### src/pkg/atd_pkg.sv
// constants for the accumulator transfer decode block
// Function
// - opcode 0000011010 packs B and A into E; one word, one cycle
// - pack-to-E loads E[7:4] from register B
// - pack-to-E loads E[3:0] from the accumulator in the same cycle
// - opcode 1000101000 copies accumulator to port structure control 0
// - opcode 1000101001 copies accumulator to port structure control 1
// - opcode 1000101010 copies accumulator to port structure control 2
package atd_pkg;
  localparam int unsigned OP_W   = 10;
  localparam int unsigned NIB_W  = 4;
  localparam int unsigned EXT_W  = 8;
  localparam logic [9:0] PACK_B_ACC_TO_EXT_OP   = 10'h01A;
  localparam logic [9:0] ACC_TO_PORT_STRUCT0_OP = 10'h228;
  localparam logic [9:0] ACC_TO_PORT_STRUCT1_OP = 10'h229;
  localparam logic [9:0] ACC_TO_PORT_STRUCT2_OP = 10'h22A;
  localparam logic [7:0] EXT_RESET  = 8'h00;
  localparam logic [3:0] PSC_RESET  = 4'h0;
  localparam int unsigned EXT_HI_LSB = 4;
  typedef enum logic [2:0] {
    ATD_OP_NONE,
    ATD_OP_PACK,
    ATD_OP_PSC0,
    ATD_OP_PSC1,
    ATD_OP_PSC2
  } atd_op_e;
endpackage : atd_pkg

### src/verilog/atd_opcode_match.sv
// opcode classifier for the four transfer instructions
`timescale 1ns/1ns
module atd_opcode_match
(
  // instruction word
  input  wire logic [9:0]     opcode,
  input  wire logic           op_valid,
  // decoded class
  output atd_pkg::atd_op_e    op_class
);
  wire is_pack = op_valid && (opcode == atd_pkg::PACK_B_ACC_TO_EXT_OP);
  wire is_psc0 = op_valid && (opcode == atd_pkg::ACC_TO_PORT_STRUCT0_OP);
  wire is_psc1 = op_valid && (opcode == atd_pkg::ACC_TO_PORT_STRUCT1_OP);
  wire is_psc2 = op_valid && (opcode == atd_pkg::ACC_TO_PORT_STRUCT2_OP);
  assign op_class = is_pack ? atd_pkg::ATD_OP_PACK :
                    is_psc0 ? atd_pkg::ATD_OP_PSC0 :
                    is_psc1 ? atd_pkg::ATD_OP_PSC1 :
                    is_psc2 ? atd_pkg::ATD_OP_PSC2 : atd_pkg::ATD_OP_NONE;
endmodule : atd_opcode_match

### src/verilog/atd_transfer_decode.sv
// decode and execute of the pack-to-E and port structure transfer instructions
`timescale 1ns/1ns
module atd_transfer_decode
(
  // clock and reset
  input  wire logic       clk,
  input  wire logic       resetn,
  input  wire logic       clk_en,
  // fetch path
  input  wire logic [9:0] opcode,
  input  wire logic       op_valid,
  // register file sources
  input  wire logic [3:0] acc,
  input  wire logic [3:0] reg_b,
  // destinations
  output logic [7:0]      reg_e,
  output logic [3:0]      port_struct_ctrl0,
  output logic [3:0]      port_struct_ctrl1,
  output logic [3:0]      port_struct_ctrl2,
  // status to the sequencer
  output logic            op_done,
  output logic            carry_write,
  output logic            skip_next
);
  // ****************************************
  // decode
  // ****************************************
  atd_pkg::atd_op_e op_class;

  atd_opcode_match u_match
  (
    .opcode   (opcode),
    .op_valid (op_valid),
    .op_class (op_class)
  );

  // ****************************************
  // helpers
  // ****************************************
  // the checks compare the full word themselves rather than trust the classifier
  function automatic logic takes_op
  (
    input logic                     en,
    input logic                     valid,
    input logic [atd_pkg::OP_W-1:0] word,
    input logic [atd_pkg::OP_W-1:0] code
  );
    return en && valid && (word == code);
  endfunction : takes_op

  function automatic logic takes_any
  (
    input logic                     en,
    input logic                     valid,
    input logic [atd_pkg::OP_W-1:0] word
  );
    return takes_op(en, valid, word, atd_pkg::PACK_B_ACC_TO_EXT_OP)
        || takes_op(en, valid, word, atd_pkg::ACC_TO_PORT_STRUCT0_OP)
        || takes_op(en, valid, word, atd_pkg::ACC_TO_PORT_STRUCT1_OP)
        || takes_op(en, valid, word, atd_pkg::ACC_TO_PORT_STRUCT2_OP);
  endfunction : takes_any

  // ****************************************
  // write strobes
  // ****************************************
  // at most one strobe is high: the classifier gives one class per word
  wire       wr_e    = clk_en && (op_class == atd_pkg::ATD_OP_PACK);
  wire       wr_p0   = clk_en && (op_class == atd_pkg::ATD_OP_PSC0);
  wire       wr_p1   = clk_en && (op_class == atd_pkg::ATD_OP_PSC1);
  wire       wr_p2   = clk_en && (op_class == atd_pkg::ATD_OP_PSC2);
  wire       any_op  = clk_en && (op_class != atd_pkg::ATD_OP_NONE);

  // ****************************************
  // state
  // ****************************************
  logic [atd_pkg::EXT_W-1:0] ext_reg;
  logic [atd_pkg::NIB_W-1:0] psc0_reg;
  logic [atd_pkg::NIB_W-1:0] psc1_reg;
  logic [atd_pkg::NIB_W-1:0] psc2_reg;
  logic                      done_reg;
  logic                      carry_flag_reg;
  logic                      skip_flag_reg;

  // ****************************************
  // next values
  // ****************************************
  // high nibble from B, low nibble from A, both sampled in one cycle
  wire [atd_pkg::EXT_W-1:0] ext_next        = wr_e ? {reg_b, acc} : ext_reg;
  // each struct register keeps its value unless its own strobe is high
  wire [atd_pkg::NIB_W-1:0] psc0_next       = wr_p0 ? acc : psc0_reg;
  wire [atd_pkg::NIB_W-1:0] psc1_next       = wr_p1 ? acc : psc1_reg;
  wire [atd_pkg::NIB_W-1:0] psc2_next       = wr_p2 ? acc : psc2_reg;
  // done stands for one enabled cycle and drops on an idle or foreign word
  wire                      done_next       = any_op;
  // carry and skip stay quiet, so the sequencer needs no special case for these words
  wire                      carry_flag_next = 1'b0;
  wire                      skip_flag_next  = 1'b0;

  // ****************************************
  // registers
  // ****************************************
  // one enable gates every flop, so a low clk_en freezes the whole block
  always_ff @(posedge clk or negedge resetn)
  begin
    if (!resetn)
    begin
      ext_reg        <= atd_pkg::EXT_RESET;
      psc0_reg       <= atd_pkg::PSC_RESET;
      psc1_reg       <= atd_pkg::PSC_RESET;
      psc2_reg       <= atd_pkg::PSC_RESET;
      done_reg       <= 1'b0;
      carry_flag_reg <= 1'b0;
      skip_flag_reg  <= 1'b0;
    end
    else if (clk_en)
    begin
      ext_reg        <= ext_next;
      psc0_reg       <= psc0_next;
      psc1_reg       <= psc1_next;
      psc2_reg       <= psc2_next;
      done_reg       <= done_next;
      carry_flag_reg <= carry_flag_next;
      skip_flag_reg  <= skip_flag_next;
    end
  end

  // ****************************************
  // outputs
  // ****************************************
  assign reg_e             = ext_reg;
  assign port_struct_ctrl0 = psc0_reg;
  assign port_struct_ctrl1 = psc1_reg;
  assign port_struct_ctrl2 = psc2_reg;
  assign op_done           = done_reg;
  assign carry_write       = carry_flag_reg;
  assign skip_next         = skip_flag_reg;

  // ****************************************
  // checks
  // ****************************************
  chk_pack_e_load: assert property (@(posedge clk) disable iff (!resetn)
    takes_op(clk_en, op_valid, opcode, atd_pkg::PACK_B_ACC_TO_EXT_OP)
      |=> reg_e[atd_pkg::EXT_HI_LSB +: atd_pkg::NIB_W] == $past(reg_b))
    else $error("pack high nibble not from B");

  chk_pack_low_nib: assert property (@(posedge clk) disable iff (!resetn)
    takes_op(clk_en, op_valid, opcode, atd_pkg::PACK_B_ACC_TO_EXT_OP)
      |=> reg_e[atd_pkg::NIB_W-1:0] == $past(acc))
    else $error("pack low nibble not from acc");

  chk_psc0_load: assert property (@(posedge clk) disable iff (!resetn)
    takes_op(clk_en, op_valid, opcode, atd_pkg::ACC_TO_PORT_STRUCT0_OP)
      |=> port_struct_ctrl0 == $past(acc) && $stable(reg_e))
    else $error("struct0 not loaded");

  chk_psc1_load: assert property (@(posedge clk) disable iff (!resetn)
    takes_op(clk_en, op_valid, opcode, atd_pkg::ACC_TO_PORT_STRUCT1_OP)
      |=> port_struct_ctrl1 == $past(acc) && $stable(port_struct_ctrl0))
    else $error("struct1 not loaded");

  chk_psc2_load: assert property (@(posedge clk) disable iff (!resetn)
    takes_op(clk_en, op_valid, opcode, atd_pkg::ACC_TO_PORT_STRUCT2_OP)
      |=> port_struct_ctrl2 == $past(acc) && $stable(port_struct_ctrl1))
    else $error("struct2 not loaded");

  chk_only_dest: assert property (@(posedge clk) disable iff (!resetn)
    !takes_op(clk_en, op_valid, opcode, atd_pkg::ACC_TO_PORT_STRUCT0_OP)
      |=> $stable(port_struct_ctrl0))
    else $error("struct0 written without its opcode");

  chk_freeze_en: assert property (@(posedge clk) disable iff (!resetn)
    !clk_en |=> $stable(reg_e) && $stable(port_struct_ctrl2) && $stable(op_done))
    else $error("state moved while enable low");

  chk_no_skip: assert property (@(posedge clk) disable iff (!resetn)
    op_done |-> !skip_next && !carry_write)
    else $error("skip or carry asserted");

  chk_stay_quiet: assert property (@(posedge clk) disable iff (!resetn)
    !op_done |-> !skip_next && !carry_write)
    else $error("skip or carry asserted while idle");

  chk_done_taken: assert property (@(posedge clk) disable iff (!resetn)
    takes_any(clk_en, op_valid, opcode)
      |=> op_done)
    else $error("done missing after a taken word");

  chk_done_refused: assert property (@(posedge clk) disable iff (!resetn)
    clk_en && !takes_any(1'b1, op_valid, opcode)
      |=> !op_done)
    else $error("done raised for a foreign word");

  chk_ext_only: assert property (@(posedge clk) disable iff (!resetn)
    !takes_op(clk_en, op_valid, opcode, atd_pkg::PACK_B_ACC_TO_EXT_OP)
      |=> $stable(reg_e))
    else $error("register E written without its opcode");

  chk_psc1_only: assert property (@(posedge clk) disable iff (!resetn)
    !takes_op(clk_en, op_valid, opcode, atd_pkg::ACC_TO_PORT_STRUCT1_OP)
      |=> $stable(port_struct_ctrl1))
    else $error("struct1 written without its opcode");

  chk_psc2_only: assert property (@(posedge clk) disable iff (!resetn)
    !takes_op(clk_en, op_valid, opcode, atd_pkg::ACC_TO_PORT_STRUCT2_OP)
      |=> $stable(port_struct_ctrl2))
    else $error("struct2 written without its opcode");

  chk_freeze_psc: assert property (@(posedge clk) disable iff (!resetn)
    !clk_en
      |=> $stable(port_struct_ctrl0) && $stable(port_struct_ctrl1))
    else $error("struct registers moved while enable low");

  chk_pack_keeps: assert property (@(posedge clk) disable iff (!resetn)
    takes_op(clk_en, op_valid, opcode, atd_pkg::PACK_B_ACC_TO_EXT_OP)
      |=> $stable(port_struct_ctrl0) && $stable(port_struct_ctrl1) && $stable(port_struct_ctrl2))
    else $error("pack touched a struct register");

  chk_psc0_keeps: assert property (@(posedge clk) disable iff (!resetn)
    takes_op(clk_en, op_valid, opcode, atd_pkg::ACC_TO_PORT_STRUCT0_OP)
      |=> $stable(port_struct_ctrl1) && $stable(port_struct_ctrl2))
    else $error("struct0 word touched another struct register");
endmodule : atd_transfer_decode

### config.mk
export PLATFORM = sky130hd
export DESIGN_NAME = atd_transfer_decode
export DESIGN_NICKNAME = d
export VERILOG_FILES = /design/src/pkg/atd_pkg.sv /design/src/verilog/atd_opcode_match.sv /design/src/verilog/atd_transfer_decode.sv
export SDC_FILE = /design/constraint.sdc
export NUM_CORES = 1
export LEC_CHECK = 0
export BUFFER_PORTS_ARGS = -buffer_cell sky130_fd_sc_hd__buf_4
export CORE_AREA = 2 2 54 56
export CTS_BUF_LIST = sky130_fd_sc_hd__clkbuf_8 sky130_fd_sc_hd__clkbuf_16
export CTS_CLUSTER_SIZE = 30
export DETAILED_ROUTE_END_ITERATION = 8
export DIE_AREA = 0 0 56 58
export GPL_TIMING_DRIVEN = 0
export PLACE_DENSITY = 0.76
export SETUP_SLACK_MARGIN = 0.15
export SLEW_MARGIN = 10
export SYNTH_ARGS = -nofsm -noshare
export SYNTH_HDL_FRONTEND = slang
export SYNTH_SLANG_ARGS = --single-unit
### constraint.sdc
create_clock -name clk -period 0.8 [get_ports clk]
set_input_delay 0.2 -clock clk [delete_from_list [all_inputs] [get_ports clk]]
set_output_delay 0.2 -clock clk [all_outputs]
set_load 0.005 [all_outputs]
[Yosys cells after proc, flatten, opt, wreduce, memory -nomap -nowiden]
Index checks and enable logic that the tools add are counted.
Storage, ports and cells
  bits in registers: 21
  input port bits: 22
  output and inout bits: 23
  logic and storage cells: 31
Operators by class
  eq/ne operators: 8
  muxes and demuxes: 4
  reductions and logical operators: 14
Operator list (number)
  10-bit == test, second input constant: 3
  3-bit two-way mux: 4
  10-bit by 5-bit == test with 1-bit output, second input constant: 1
  1-bit logical AND: 9
  2-bit AND reduction: 4
  3-bit by 2-bit == test with 1-bit output, second input constant: 2
  3-bit by 1-bit == test with 1-bit output, second input constant: 1
  3-bit == test, second input constant: 1
  3-bit nonzero test: 1

[Depth between registers and ports, before layout]
Gate-level depths: netlist (run 1).
  depth after elaboration: 9
  depth in mapped cells: 4
  depth with buffers taken out: 4

[Modules after synthesis]
From an unflattened synthesis (run 1), not the netlist that was laid out.
Second synthesis, totals
  cells, all modules: 63
  area, all modules: 954.7 µm²
By module, submodules not included
  atd_transfer_decode: instances 1, cells each 52, area each 870.8 µm²
  atd_opcode_match: instances 1, cells each 11, area each 83.8 µm²

[Least setup slack after synthesis (run 1)]
Ideal clock, no wire load.
  kind: input to register
  from: in opcode[7]
  to: reg ext_reg, in the netlist reg_e[0]
  arrival time: 1.374 ns
  data required time: 0.675 ns
  setup slack: -0.699 ns
  stages on the path: 4
  path through: or3_4 or2_4 nor2_4 mux2_2
On the way
  word-level cells in the longest chain between the ends: 9
  elaborated cells between the ends (all ways): 15
  classes of those cells: eq/ne: 5; mux: 4; reduce/logical: 6
Ends and longest elaborated chain
  from (decl): RTL line atd_transfer_decode.sv:10  | input wire logic [9:0] opcode,
  10-bit == test: RTL line atd_opcode_match.sv:14  | wire is_psc2 = op_valid && (opcode == atd_pkg::ACC_TO_PORT_STRUCT2_OP);
  1-bit logical AND: RTL line atd_opcode_match.sv:14
  3-bit two-way mux: RTL line atd_opcode_match.sv:18  | is_psc2 ? atd_pkg::ATD_OP_PSC2 : atd_pkg::ATD_OP_NONE;
  3-bit two-way mux: RTL line atd_opcode_match.sv:17  | is_psc1 ? atd_pkg::ATD_OP_PSC1 :
  3-bit two-way mux: RTL line atd_opcode_match.sv:16  | is_psc0 ? atd_pkg::ATD_OP_PSC0 :
  3-bit two-way mux (*): RTL line atd_opcode_match.sv:15  | assign op_class = is_pack ? atd_pkg::ATD_OP_PACK :
  3-bit by 1-bit == test with 1-bit output (*): RTL line atd_transfer_decode.sv:67  | wire wr_e = clk_en && (op_class == atd_pkg::ATD_OP_PACK);
  1-bit logical AND (*): RTL line atd_transfer_decode.sv:67
  2-bit AND reduction (no line) (*)
  to (signal assigned): RTL line atd_transfer_decode.sv:107  | ext_reg <= atd_pkg::EXT_RESET;
  to (signal assigned): RTL line atd_transfer_decode.sv:117  | ext_reg <= ext_next;
  to (decl): RTL line atd_transfer_decode.sv:76  | logic [atd_pkg::EXT_W-1:0] ext_reg;
Every way passes the cells marked *; elsewhere a longest branch is shown, timed or not.
A chain may end at the register's enable or synchronous reset.

[Final worst setup path (run 1)]
  from: in opcode[8]
  to: reg psc0_reg, in the netlist port_struct_ctrl0[2]
On the way
  word-level cells in the longest chain between the ends: 9
  elaborated cells between the ends (all ways): 15
  classes of those cells: eq/ne: 5; mux: 4; reduce/logical: 6
Ends and longest elaborated chain
  10-bit == test: RTL line atd_opcode_match.sv:14
  1-bit logical AND: RTL line atd_opcode_match.sv:14
  3-bit two-way mux: RTL line atd_opcode_match.sv:18
  3-bit two-way mux: RTL line atd_opcode_match.sv:17
  3-bit two-way mux: RTL line atd_opcode_match.sv:16
  3-bit two-way mux (*): RTL line atd_opcode_match.sv:15
  3-bit by 2-bit == test with 1-bit output (*): RTL line atd_transfer_decode.sv:68  | wire wr_p0 = clk_en && (op_class == atd_pkg::ATD_OP_PSC0);
  1-bit logical AND (*): RTL line atd_transfer_decode.sv:68
  2-bit AND reduction (no line) (*)
  to (signal assigned): RTL line atd_transfer_decode.sv:108  | psc0_reg <= atd_pkg::PSC_RESET;
  to (signal assigned): RTL line atd_transfer_decode.sv:118  | psc0_reg <= psc0_next;
  to (decl): RTL line atd_transfer_decode.sv:77  | logic [atd_pkg::NIB_W-1:0] psc0_reg;
Marked as above.

==> run_results.csv, run 1 <==
group,metric,value,unit
status,status,"complete, but fails checks",
status,violations,"setup timing",
timing,hold_violations,0,
finish,nNetsFinal,141,
logic_synthesis,yosys.area_share.adder,0,%
logic_synthesis,synth_seq_cells,21,
power,p_total,1.93,mW
worst_setup_path,worstRegToRegCells,2,
grt,grt_pass1_wl,3620,um
placed_design,place.gp.congestion,0.649,
route,wirelength,2130,um
finish,syn_to_final_growth,69.1,%
floorplanning,dieHeight,58,um
clocking,clk_pin_slew_worst_paths,0.07,ns
logic_synthesis,synth-simple-area-share,12.4,%
logic_synthesis,synthCells,62,
worst_setup_path,cp-end-kind,"flop",
finish,fillCellCount,230,
finish,multi_input_area,413,um^2
worst_setup_path,cp.depth,6,
clocking,cts_tree,"done",
timing,slew_violations,0,
timing,period_needed,1.36,ns
worst_setup_path,critical_path.cell_chain,"buf_6 -> or3_4 -> buf_6 -> nor3_4 -> nand3b_2 -> mux2_2",
logic_synthesis,postSynthAreaPerCell,14.7,um^2
finish,mostFrequentLayoutCells,"buf_6, buf_4, dfrtp_1, mux2_2, mux2_4",
worst_setup_path,crit_top_cell,"buf_6",
route,dr.pass1.iters,2,
logic_synthesis,ys_types,21,
clocking,htreeDepth,1,
placed_design,dp_hpwl,1520,um
timing,layout_setup_ws,-0.557,ns
worst_setup_path,cp_max_fo,4,
logic_synthesis,synth_top_family_by_area,"multiplexers",
route,drc_errors,0,
timing,hold_ws,0.150,ns
floorplanning,io-pin-count,45,
finish,layout.cells.non_filler,149,
clocking,cts_buffers,3,
timing,timing.fmax,737,MHz
worst_setup_path,cp-start-kind,"input pin",
route,vias_per_cell,4.65,
logic_synthesis,synthesis.area,911,um^2
worst_setup_path,crit_arrival,1.50,ns
hold_path,min_path_type,"input pin to flop",
finish,diodes,0,
grt,grt_pass1_vias,771,
hold_path,hold_depth,2,
timing,skew,0,ns
route,wl_per_cell,14.3,um
logic_synthesis,synth-seq-area-share,57.7,%
logic_synthesis,synth_compound_area_share,2.34,%
finish,regArea,526,um^2
power,power_density,1250,mW/mm^2
timing,period_share,170,%
power,max-vdd-ir-drop,1.02,mV
route,postRouteAntennaNets,0,
placed_design,place_area,0.00127,mm^2
clocking,clock_path_buffers,2,
logic_synthesis,synth_mux_area_share,24.7,%
timing,rsz0062_at_grt,"yes",
floorplanning,core_area,0.00266,mm^2
logic_synthesis,synth-xor-area-share,0,%
grt,gr-total-overflow,0,
timing,fin_setup_tns,-14.34,ns
floorplanning,die_w,56,um
clocking,cts_sinks,21,
placed_design,dp.cells,136,
worst_setup_path,required,0.94,ns
grt,grt_use_total,14.4,%
worst_setup_path,slowest_stage,"or3_4",
finish,layout_commonest_cell,"buf_6",
placed_design,post-place-ws,-0.905,ns
worst_setup_path,slowest_delay,0.38,ns
grt,grt_max_degree,22,
finish,stdcell_area,0.00154,mm^2
power,power.leakage,0.793,nW
floorplanning,rows,19,
clocking,cts_root_buf,"clkbuf_8",
worst_setup_path,path_delay_family,"simple AND/OR/NAND/NOR gates",
timing,setup_violations,42,
floorplanning,initial_core_util,34.2,%
finish,layout-drive-gt1-share,72.0,%
worst_setup_path,path_buf_inv,2,
placed_design,port_buffers,42,
route,drtIter0Drc,5,
job,cap_violations,0,
finish,postLayoutCoreUtil,57.8,%
logic_synthesis,synth-warning-count,0,
worst_setup_path,path_class,"input pin to flop",
grt,antenna_found_initial,0,
route,vias,693,
floorplanning,dieArea,0.00325,mm^2
clocking,clock_latency,0.25,ns
## worst paths after layout
kind                                                  start                               end  slack (ns)
setup / recovery                                  opcode[8]  port_struct_ctrl0[2]$_DFFE_PN0P_       -0.56
hold / removal                                       clk_en               op_done$_DFFE_PN0P_        0.15
setup reg to reg           port_struct_ctrl0[1]$_DFFE_PN0P_  port_struct_ctrl0[1]$_DFFE_PN0P_       -0.12
hold reg to reg            port_struct_ctrl0[0]$_DFFE_PN0P_  port_struct_ctrl0[0]$_DFFE_PN0P_        0.53
max in group asynchronous                            resetn              reg_e[0]$_DFFE_PN0P_        0.23
min in group asynchronous                            resetn  port_struct_ctrl2[1]$_DFFE_PN0P_        0.36
## Yosys cell counts
master / instances / area share [%]
a2111oi_0: 1 / 0.96
a31oi_1: 1 / 0.69
and4bb_2: 1 / 1.4
buf_4: 2 / 1.6
conb_1: 1 / 0.41
dfrtp_1: 21 / 58
inv_1: 2 / 0.82
mux2_2: 20 / 25
nand2_1: 1 / 0.41
nand2_2: 1 / 0.69
nand3_1: 1 / 0.55
nand3_2: 1 / 1.1
nand3b_1: 1 / 0.82
nand3b_2: 1 / 1.2
nor2_1: 1 / 0.41
nor2_4: 1 / 1.2
nor3_1: 1 / 0.55
nor3_4: 1 / 1.8
o22ai_1: 1 / 0.69
or2_4: 1 / 0.96
or3_4: 1 / 1.2
## layer usage
metal / up-vias / part of all wire, % / track usage [%]
met5: - / 0 / 0
met2: 28 / 51 / 25.5
met1: 336 / 42 / 17.2
li1: 329 / - / -
met3: 0 / 7.7 / 4.02
met4: 0 / 0 / 4.08
## flip-flops by register name (all words and copies together) (netlist names)
signal and cells:
port_struct_ctrl2 4, op_done 1, port_struct_ctrl0 4, port_struct_ctrl1 4
reg_e 8
## cell type report
| cell class | instances | area share (%) |
|---|---|---|
| Buffer | 2 | 0.975 |
| Clock buffer | 3 | 2.68 |
| Clock inverter | 1 | 0.244 |
| Inverter | 2 | 0.487 |
| Multi-Input combinational cell | 38 | 26.8 |
| Sequential cell | 21 | 34.1 |
| Tap cell | 31 | 2.52 |
| Timing Repair Buffer | 51 | 32.2 |
## power breakdown
group / switching, mW / internal [mW]
Combinational: 0.0779 / 0.122
Sequential: 0.00602 / 1.07
Clock: 0.311 / 0.341
Total: 0.395 / 1.53
## timing repair
action | 4_1_cts | 5_1_grt
buffers inserted | 5 | 3
resized for setup | 37 | 1
hold buffers | 1 | 0
pin swaps | 3 | 2
endpoints found under the setup margin | 42 | 42
endpoints found under the hold margin | 21 | 0
## logic make-up after synthesis
| kind of cell | Yosys count |
|---|---|
| compound gates | 3 |
| buf+inv | 4 |
| flops | 21 |
| mux | 20 |
| other cells | 1 |
| simple gates | 13 |
Power figures use the tool's default switching activity.
==> inputs of run 2 (changes only) <==
--- a/config.mk
+++ b/config.mk
@@ -6,13 +6,13 @@
 export NUM_CORES = 1
 export LEC_CHECK = 0
 export BUFFER_PORTS_ARGS = -buffer_cell sky130_fd_sc_hd__buf_4
-export CORE_AREA = 2 2 54 56
+export CORE_AREA = 2 2 49 61
 export CTS_BUF_LIST = sky130_fd_sc_hd__clkbuf_8 sky130_fd_sc_hd__clkbuf_16
 export CTS_CLUSTER_SIZE = 30
 export DETAILED_ROUTE_END_ITERATION = 8
-export DIE_AREA = 0 0 56 58
+export DIE_AREA = 0 0 51 63
 export GPL_TIMING_DRIVEN = 0
-export PLACE_DENSITY = 0.76
+export PLACE_DENSITY = 0.77
 export SETUP_SLACK_MARGIN = 0.15
 export SLEW_MARGIN = 10
 export SYNTH_ARGS = -nofsm -noshare
==> run 2 against run 1 <==
Against the previous run: the run still ends with setup timing left; first-iteration DRC count grew to 3.4 times the previous value; largest cell class is now buffers; largest power group unchanged; hold slack better by 0.0020 ns; final area is 2.1% higher; routed wire length is 8.1% higher; via count is 5.2% higher.
==> run_results.csv, run 2 (synthesis gave the netlist of run 1 again) <==
group,metric,value,unit
route,wirelength,2300,um
clocking,cts_buffers,3,
finish,layout-drive-gt1-share,72.5,%
worst_setup_path,slowest_delay,0.39,ns
timing,period_share,171,%
timing,setup_violations,42,
grt,antenna_found_initial,0,
floorplanning,initial_core_util,34.3,%
worst_setup_path,cp-start-kind,"input pin",
route,dr.pass1.iters,2,
clocking,clk_pin_slew_worst_paths,0.07,ns
route,wl_per_cell,14.9,um
grt,grt_max_degree,22,
grt,grt_pass1_wl,3650,um
timing,slew_violations,0,
finish,fillCellCount,236,
finish,stdcell_area,0.00157,mm^2
route,vias_per_cell,4.73,
finish,layout_commonest_cell,"buf_4",
placed_design,post-place-ws,-0.889,ns
worst_setup_path,slowest_stage,"or3_4",
clocking,clock_path_buffers,2,
floorplanning,die_w,51,um
worst_setup_path,required,0.94,ns
worst_setup_path,worstRegToRegCells,2,
route,postRouteAntennaNets,0,
timing,hold_ws,0.152,ns
timing,timing.fmax,731,MHz
finish,postLayoutCoreUtil,59.3,%
clocking,clock_latency,0.25,ns
worst_setup_path,crit_arrival,1.51,ns
worst_setup_path,ff2ff_setup_slack,-0.10,ns
worst_setup_path,r2r_end,"port_struct_ctrl1[2]$_DFFE_PN0P_",
timing,hold_violations,0,
placed_design,place.gp.congestion,0.696,
timing,skew,0,ns
grt,grt_use_total,14.9,%
finish,largest_reg_flops,8,
status,status,"complete, but fails checks",
worst_setup_path,path_class,"input pin to flop",
timing,rsz0062_at_grt,"yes",
worst_setup_path,critPathLaunch,"opcode[8]",
clocking,cts_root_buf,"clkbuf_8",
power,max-vdd-ir-drop,1.30,mV
worst_setup_path,critical_path.cell_chain,"buf_6 -> or3_4 -> buf_6 -> nor3_4 -> buf_6 -> nand3b_4 -> mux2_2",
placed_design,place_area,0.00127,mm^2
floorplanning,dieHeight,63,um
finish,nNetsFinal,143,
worst_setup_path,endpoint,"port_struct_ctrl0[2]$_DFFE_PN0P_",
job,cap_violations,0,
clocking,cts_tree,"done",
placed_design,dp_hpwl,1550,um
worst_setup_path,crit_top_cell,"buf_6",
power,power.leakage,0.844,nW
worst_setup_path,cp-end-kind,"flop",
route,drc_errors,0,
status,violations,"setup timing",
route,drtIter0Drc,17,
finish,diodes,0,
floorplanning,rows,21,
worst_setup_path,cp_max_fo,4,
grt,gr-total-overflow,0,
clocking,cts_sinks,21,
floorplanning,io-pin-count,45,
timing,layout_setup_ws,-0.567,ns
route,vias,729,
timing,period_needed,1.37,ns
placed_design,port_buffers,42,
clocking,htreeDepth,1,
floorplanning,dieArea,0.00321,mm^2
worst_setup_path,reg2reg_from,"port_struct_ctrl1[2]$_DFFE_PN0P_",
finish,mostFrequentLayoutCells,"buf_4, buf_6, dfrtp_1, mux2_2, mux2_4",
floorplanning,core_area,0.00265,mm^2
hold_path,hold_start,"clk_en",
hold_path,min_path_type,"input pin to flop",
finish,syn_to_final_growth,72.7,%
grt,grt_pass1_vias,779,
power,power_density,1230,mW/mm^2
power,p_total,1.93,mW
## run 2: worst max-delay path, delay by kind of cell
family	cells	cell delay (ns)
mux	1	0.30
buf+inv	3	0.36
simple gates	3	0.64
## run 2: how the worst min path moves through the flow
stage / to / slack (ns) / cells after the start
global placement: reg_e[4]$_DFFE_PN0P_ / 0.09 / 1
global route: op_done$_DFFE_PN0P_ / 0.15 / 2
floorplan: op_done$_DFFE_PN0P_ / -0.1 / 0
CTS: op_done$_DFFE_PN0P_ / 0.14 / 2
detailed placement: reg_e[5]$_DFFE_PN0P_ / 0.1 / 1
finish: op_done$_DFFE_PN0P_ / 0.15 / 2
## run 2: metrics by stage
step / setup TNS, ns / instances
finish: -14.32 / 154
global route: -15.40 / 154
CTS: -14.43 / 149
detailed placement: -15.79 / 139
global placement: -15.52 / 139
floorplan: -11.49 / 63
## run 2: repair_timing
item / CTS / global route
setup buffers: 5 / 5
cloned: 0 / 0
pin swaps: 3 / 2
gates resized for setup: 34 / 6
endpoints found under the hold margin: 21 / 0
setup endpoints to repair: 42 / 42
hold buffers: 1 / 0
## run 2: routing by layer
layer	up-vias	GRT usage [%]	wire length (um)
met1	357	17.7	910
met4	0	4.05	0
met3	0	3.83	161
met5	-	0	0
li1	334	-	-
met2	38	26.0	1230
## run 2: report_power, final
| part | switching (mW) | internal, mW | leakage [nW] |
|---|---|---|---|
| logic | 0.0849 | 0.124 | 0.524 |
| clock network | 0.310 | 0.341 | 0.0269 |
| registers | 0.00606 | 1.07 | 0.293 |
## run 2: cell type report
| type | count | area (um^2) | area share (%) |
|---|---|---|---|
| Tap cell | 34 | 42.5 | 2.70 |
| Inverter | 2 | 7.51 | 0.477 |
| Multi-Input combinational cell | 38 | 427 | 27.1 |
| Clock buffer | 3 | 41.3 | 2.63 |
| Clock inverter | 1 | 3.75 | 0.239 |
| Buffer | 2 | 15.0 | 0.955 |
| Sequential cell | 21 | 526 | 33.4 |
| Timing Repair Buffer | 53 | 510 | 32.5 |
==> inputs of run 3 (changes only) <==
--- a/config.mk
+++ b/config.mk
@@ -5,14 +5,15 @@
 export SDC_FILE = /design/constraint.sdc
 export NUM_CORES = 1
 export LEC_CHECK = 0
+export ABC_CLOCK_PERIOD_IN_PS = 800
 export BUFFER_PORTS_ARGS = -buffer_cell sky130_fd_sc_hd__buf_4
-export CORE_AREA = 2 2 49 61
+export CORE_AREA = 2 2 50 61
 export CTS_BUF_LIST = sky130_fd_sc_hd__clkbuf_8 sky130_fd_sc_hd__clkbuf_16
 export CTS_CLUSTER_SIZE = 30
 export DETAILED_ROUTE_END_ITERATION = 8
-export DIE_AREA = 0 0 51 63
+export DIE_AREA = 0 0 52 63
 export GPL_TIMING_DRIVEN = 0
-export PLACE_DENSITY = 0.77
+export PLACE_DENSITY = 0.75
 export SETUP_SLACK_MARGIN = 0.15
 export SLEW_MARGIN = 10
 export SYNTH_ARGS = -nofsm -noshare
==> run 3 against run 2 <==
Against the previous run: the flow still finishes with violations (setup timing); core utilization fell by 0.87 points; clock skew did not move; sequential share of layout area fell by 0.16 points; die area rose by 2.0%; critical endpoint is now port_struct_ctrl0[3]$_DFFE_PN0P_; count of clock-buffer cells in the layout did not move; clock power rose by 3.1%; global-route usage fell by 0.62 points.
==> run_results.csv, run 3 (synthesis gave the netlist of run 1 again) <==
group,metric,value,unit
floorplanning,dieHeight,63,um
grt,use_met2,22.0,%
worst_setup_path,cp_max_fo,4,
worst_setup_path,path_class,"input pin to flop",
power,combPwrFrac,10.5,%
timing,timing.fmax,727,MHz
timing,rsz0062_at_grt,"yes",
timing,slew_violations,0,
hold_path,holdPathEnd,"op_done$_DFFE_PN0P_",
worst_setup_path,path_delay_family,"simple AND/OR/NAND/NOR gates",
grt,grt_busiest_layer,"met2",
timing,layout_setup_ws,-0.576,ns
clocking,clock_path_buffers,2,
worst_setup_path,cp-start-kind,"input pin",
finish,postLayoutCoreUtil,58.4,%
power,power_density,1230,mW/mm^2
timing,hold_violations,0,
route,postRouteAntennaNets,0,
power,clkPwrFrac,34.4,%
clocking,cts_buffers,3,
clocking,clk_pin_slew_worst_paths,0.07,ns
grt,grtUsageMet1,18.5,%
worst_setup_path,crit_top_cell,"buf_6",
finish,layout-drive-gt1-share,72.7,%
worst_setup_path,cp-end-kind,"flop",
clocking,clock_latency,0.26,ns
hold_path,min_path_type,"input pin to flop",
floorplanning,core_area,0.00271,mm^2
grt,grt_use_total,14.3,%
worst_setup_path,crit_arrival,1.52,ns
clocking,cts_sinks,21,
clocking,cts_tree,"done",
finish,layout.cells.non_filler,155,
grt,gr-total-overflow,0,
clocking,cts_root_buf,"clkbuf_8",
grt,use_met3,4.07,%
floorplanning,die_w,52,um
power,power.internal,1.53,mW
grt,grt_pass1_wl,3530,um
finish,largest_reg_flops,8,
status,status,"complete, but fails checks",
timing,setup_violations,42,
clocking,htreeDepth,1,
floorplanning,initial_core_util,33.7,%
timing,period_needed,1.38,ns
power,p_seq_share,55.1,%
placed_design,place.gp.congestion,0.634,
placed_design,port_buffers,42,
route,wirelength,2160,um
power,power.leakage,0.849,nW
floorplanning,rows,21,
hold_path,hold_depth,2,
timing,period_share,172,%
placed_design,place_area,0.00127,mm^2
grt,grt_max_degree,22,
worst_setup_path,critical_path.cell_chain,"buf_6 -> or3_4 -> buf_6 -> nor3_4 -> buf_6 -> nand3b_4 -> mux2_2",
placed_design,dp_hpwl,1500,um
worst_setup_path,path_buf_inv,3,
worst_setup_path,slowest_stage,"or3_4",
finish,syn_to_final_growth,73.5,%
placed_design,dp.cells,139,
finish,nNetsFinal,144,
finish,diodes,0,
worst_setup_path,required,0.95,ns
worst_setup_path,slowest_delay,0.38,ns
finish,mostFrequentLayoutCells,"buf_4, buf_6, dfrtp_1, mux2_2, mux2_4",
worst_setup_path,ff2ff_setup_slack,-0.10,ns
floorplanning,io-pin-count,45,
floorplanning,dieArea,0.00328,mm^2
timing,skew,0,ns
route,vias_per_cell,4.63,
worst_setup_path,worstRegToRegCells,2,
power,switching_power,0.416,mW
route,vias,718,
hold_path,hold_start,"clk_en",
route,wl_per_cell,13.9,um
worst_setup_path,r2r_end,"port_struct_ctrl0[3]$_DFFE_PN0P_",
power,p_sw_share,21.3,%
route,drc_errors,0,
finish,layout_commonest_cell,"buf_4",
worst_setup_path,reg2reg_from,"port_struct_ctrl0[3]$_DFFE_PN0P_",
grt,antenna_found_initial,0,
route,dr.pass1.iters,2,
route,drtIter0Drc,7,
grt,grt_pass1_vias,765,
job,cap_violations,0,
finish,stdcell_area,0.00158,mm^2
power,max-vdd-ir-drop,0.969,mV
status,violations,"setup timing",
placed_design,post-place-ws,-0.888,ns
[run 3: cell types whose count changed in the layout (fill, tap and decap cells not counted)]
| cell | previous run | this run |
|---|---|---|
| buf_4 | 27 | 28 |
[run 3: what timing repair did]
item                                    in CTS  in global routing
setup buffers                                5                  6
endpoints found under the setup margin      42                 42
pin swaps                                    3                  1
gates resized for setup                     36                  4
hold buffers                                 1                  0
hold endpoints to repair                    21                  0
[run 3: how the worst max path moves through the flow]
stage	start	endpoint	slack, ns	cells past startpoint
after floorplan	opcode[7]	reg_e[0]$_DFFE_PN0P_	-0.67	4
after global placement	opcode[7]	reg_e[3]$_DFFE_PN0P_	-0.89	5
after global routing	opcode[8]	port_struct_ctrl0[3]$_DFFE_PN0P_	-0.60	7
final	opcode[8]	port_struct_ctrl0[3]$_DFFE_PN0P_	-0.58	7
after detailed placement	opcode[7]	reg_e[4]$_DFFE_PN0P_	-0.89	5
after CTS	opcode[8]	port_struct_ctrl1[0]$_DFFE_PN0P_	-0.56	6
[run 3: metrics by stage]
| stage | power [mW] | setup TNS (ns) | hold slack, ns |
|---|---|---|---|
| detailed placement | 1.27 | -15.88 | 0.0998 |
| finish | 1.95 | -14.57 | 0.144 |
| global placement | 1.26 | -15.66 | 0.0897 |
| global route | 2.06 | -15.73 | 0.134 |
| floorplan | 1.14 | -11.49 | -0.0956 |
| CTS | 1.97 | -14.58 | 0.136 |
[run 3: power by group through the flow]
stage | clock network (mW) | logic [mW] | registers [mW]
6_report | 0.671 | 0.204 | 1.08
4_1_cts | 0.699 | 0.200 | 1.07
3_3_place_gp | 0 | 0.166 | 1.09
5_1_grt | 0.754 | 0.226 | 1.08
3_5_place_dp | 0 | 0.172 | 1.09
2_1_floorplan | 0 | 0.0414 | 1.09
[run 3: metal layers]
layer | share of wire [%] | routed length, um
met5 | 0 | 0
met4 | 1.7 | 36
met3 | 7.9 | 171
met2 | 48 | 1030
met1 | 42 | 918
[run 3: cell type report]
cell class	instances	area [um^2]
Tap cell	34	42.5
Clock inverter	1	3.75
Multi-Input combinational cell	38	427
Inverter	2	7.51
Sequential cell	21	526
Buffer	2	15.0
Fill cell	219	1130
Timing Repair Buffer	54	518
Clock buffer	3	41.3
[run 3: worst register-to-register path, stage by stage, from the launching register on]
cell and delay [ns]:
dfrtp_1 0.39, buf_4 0.14, mux2_2 0.26
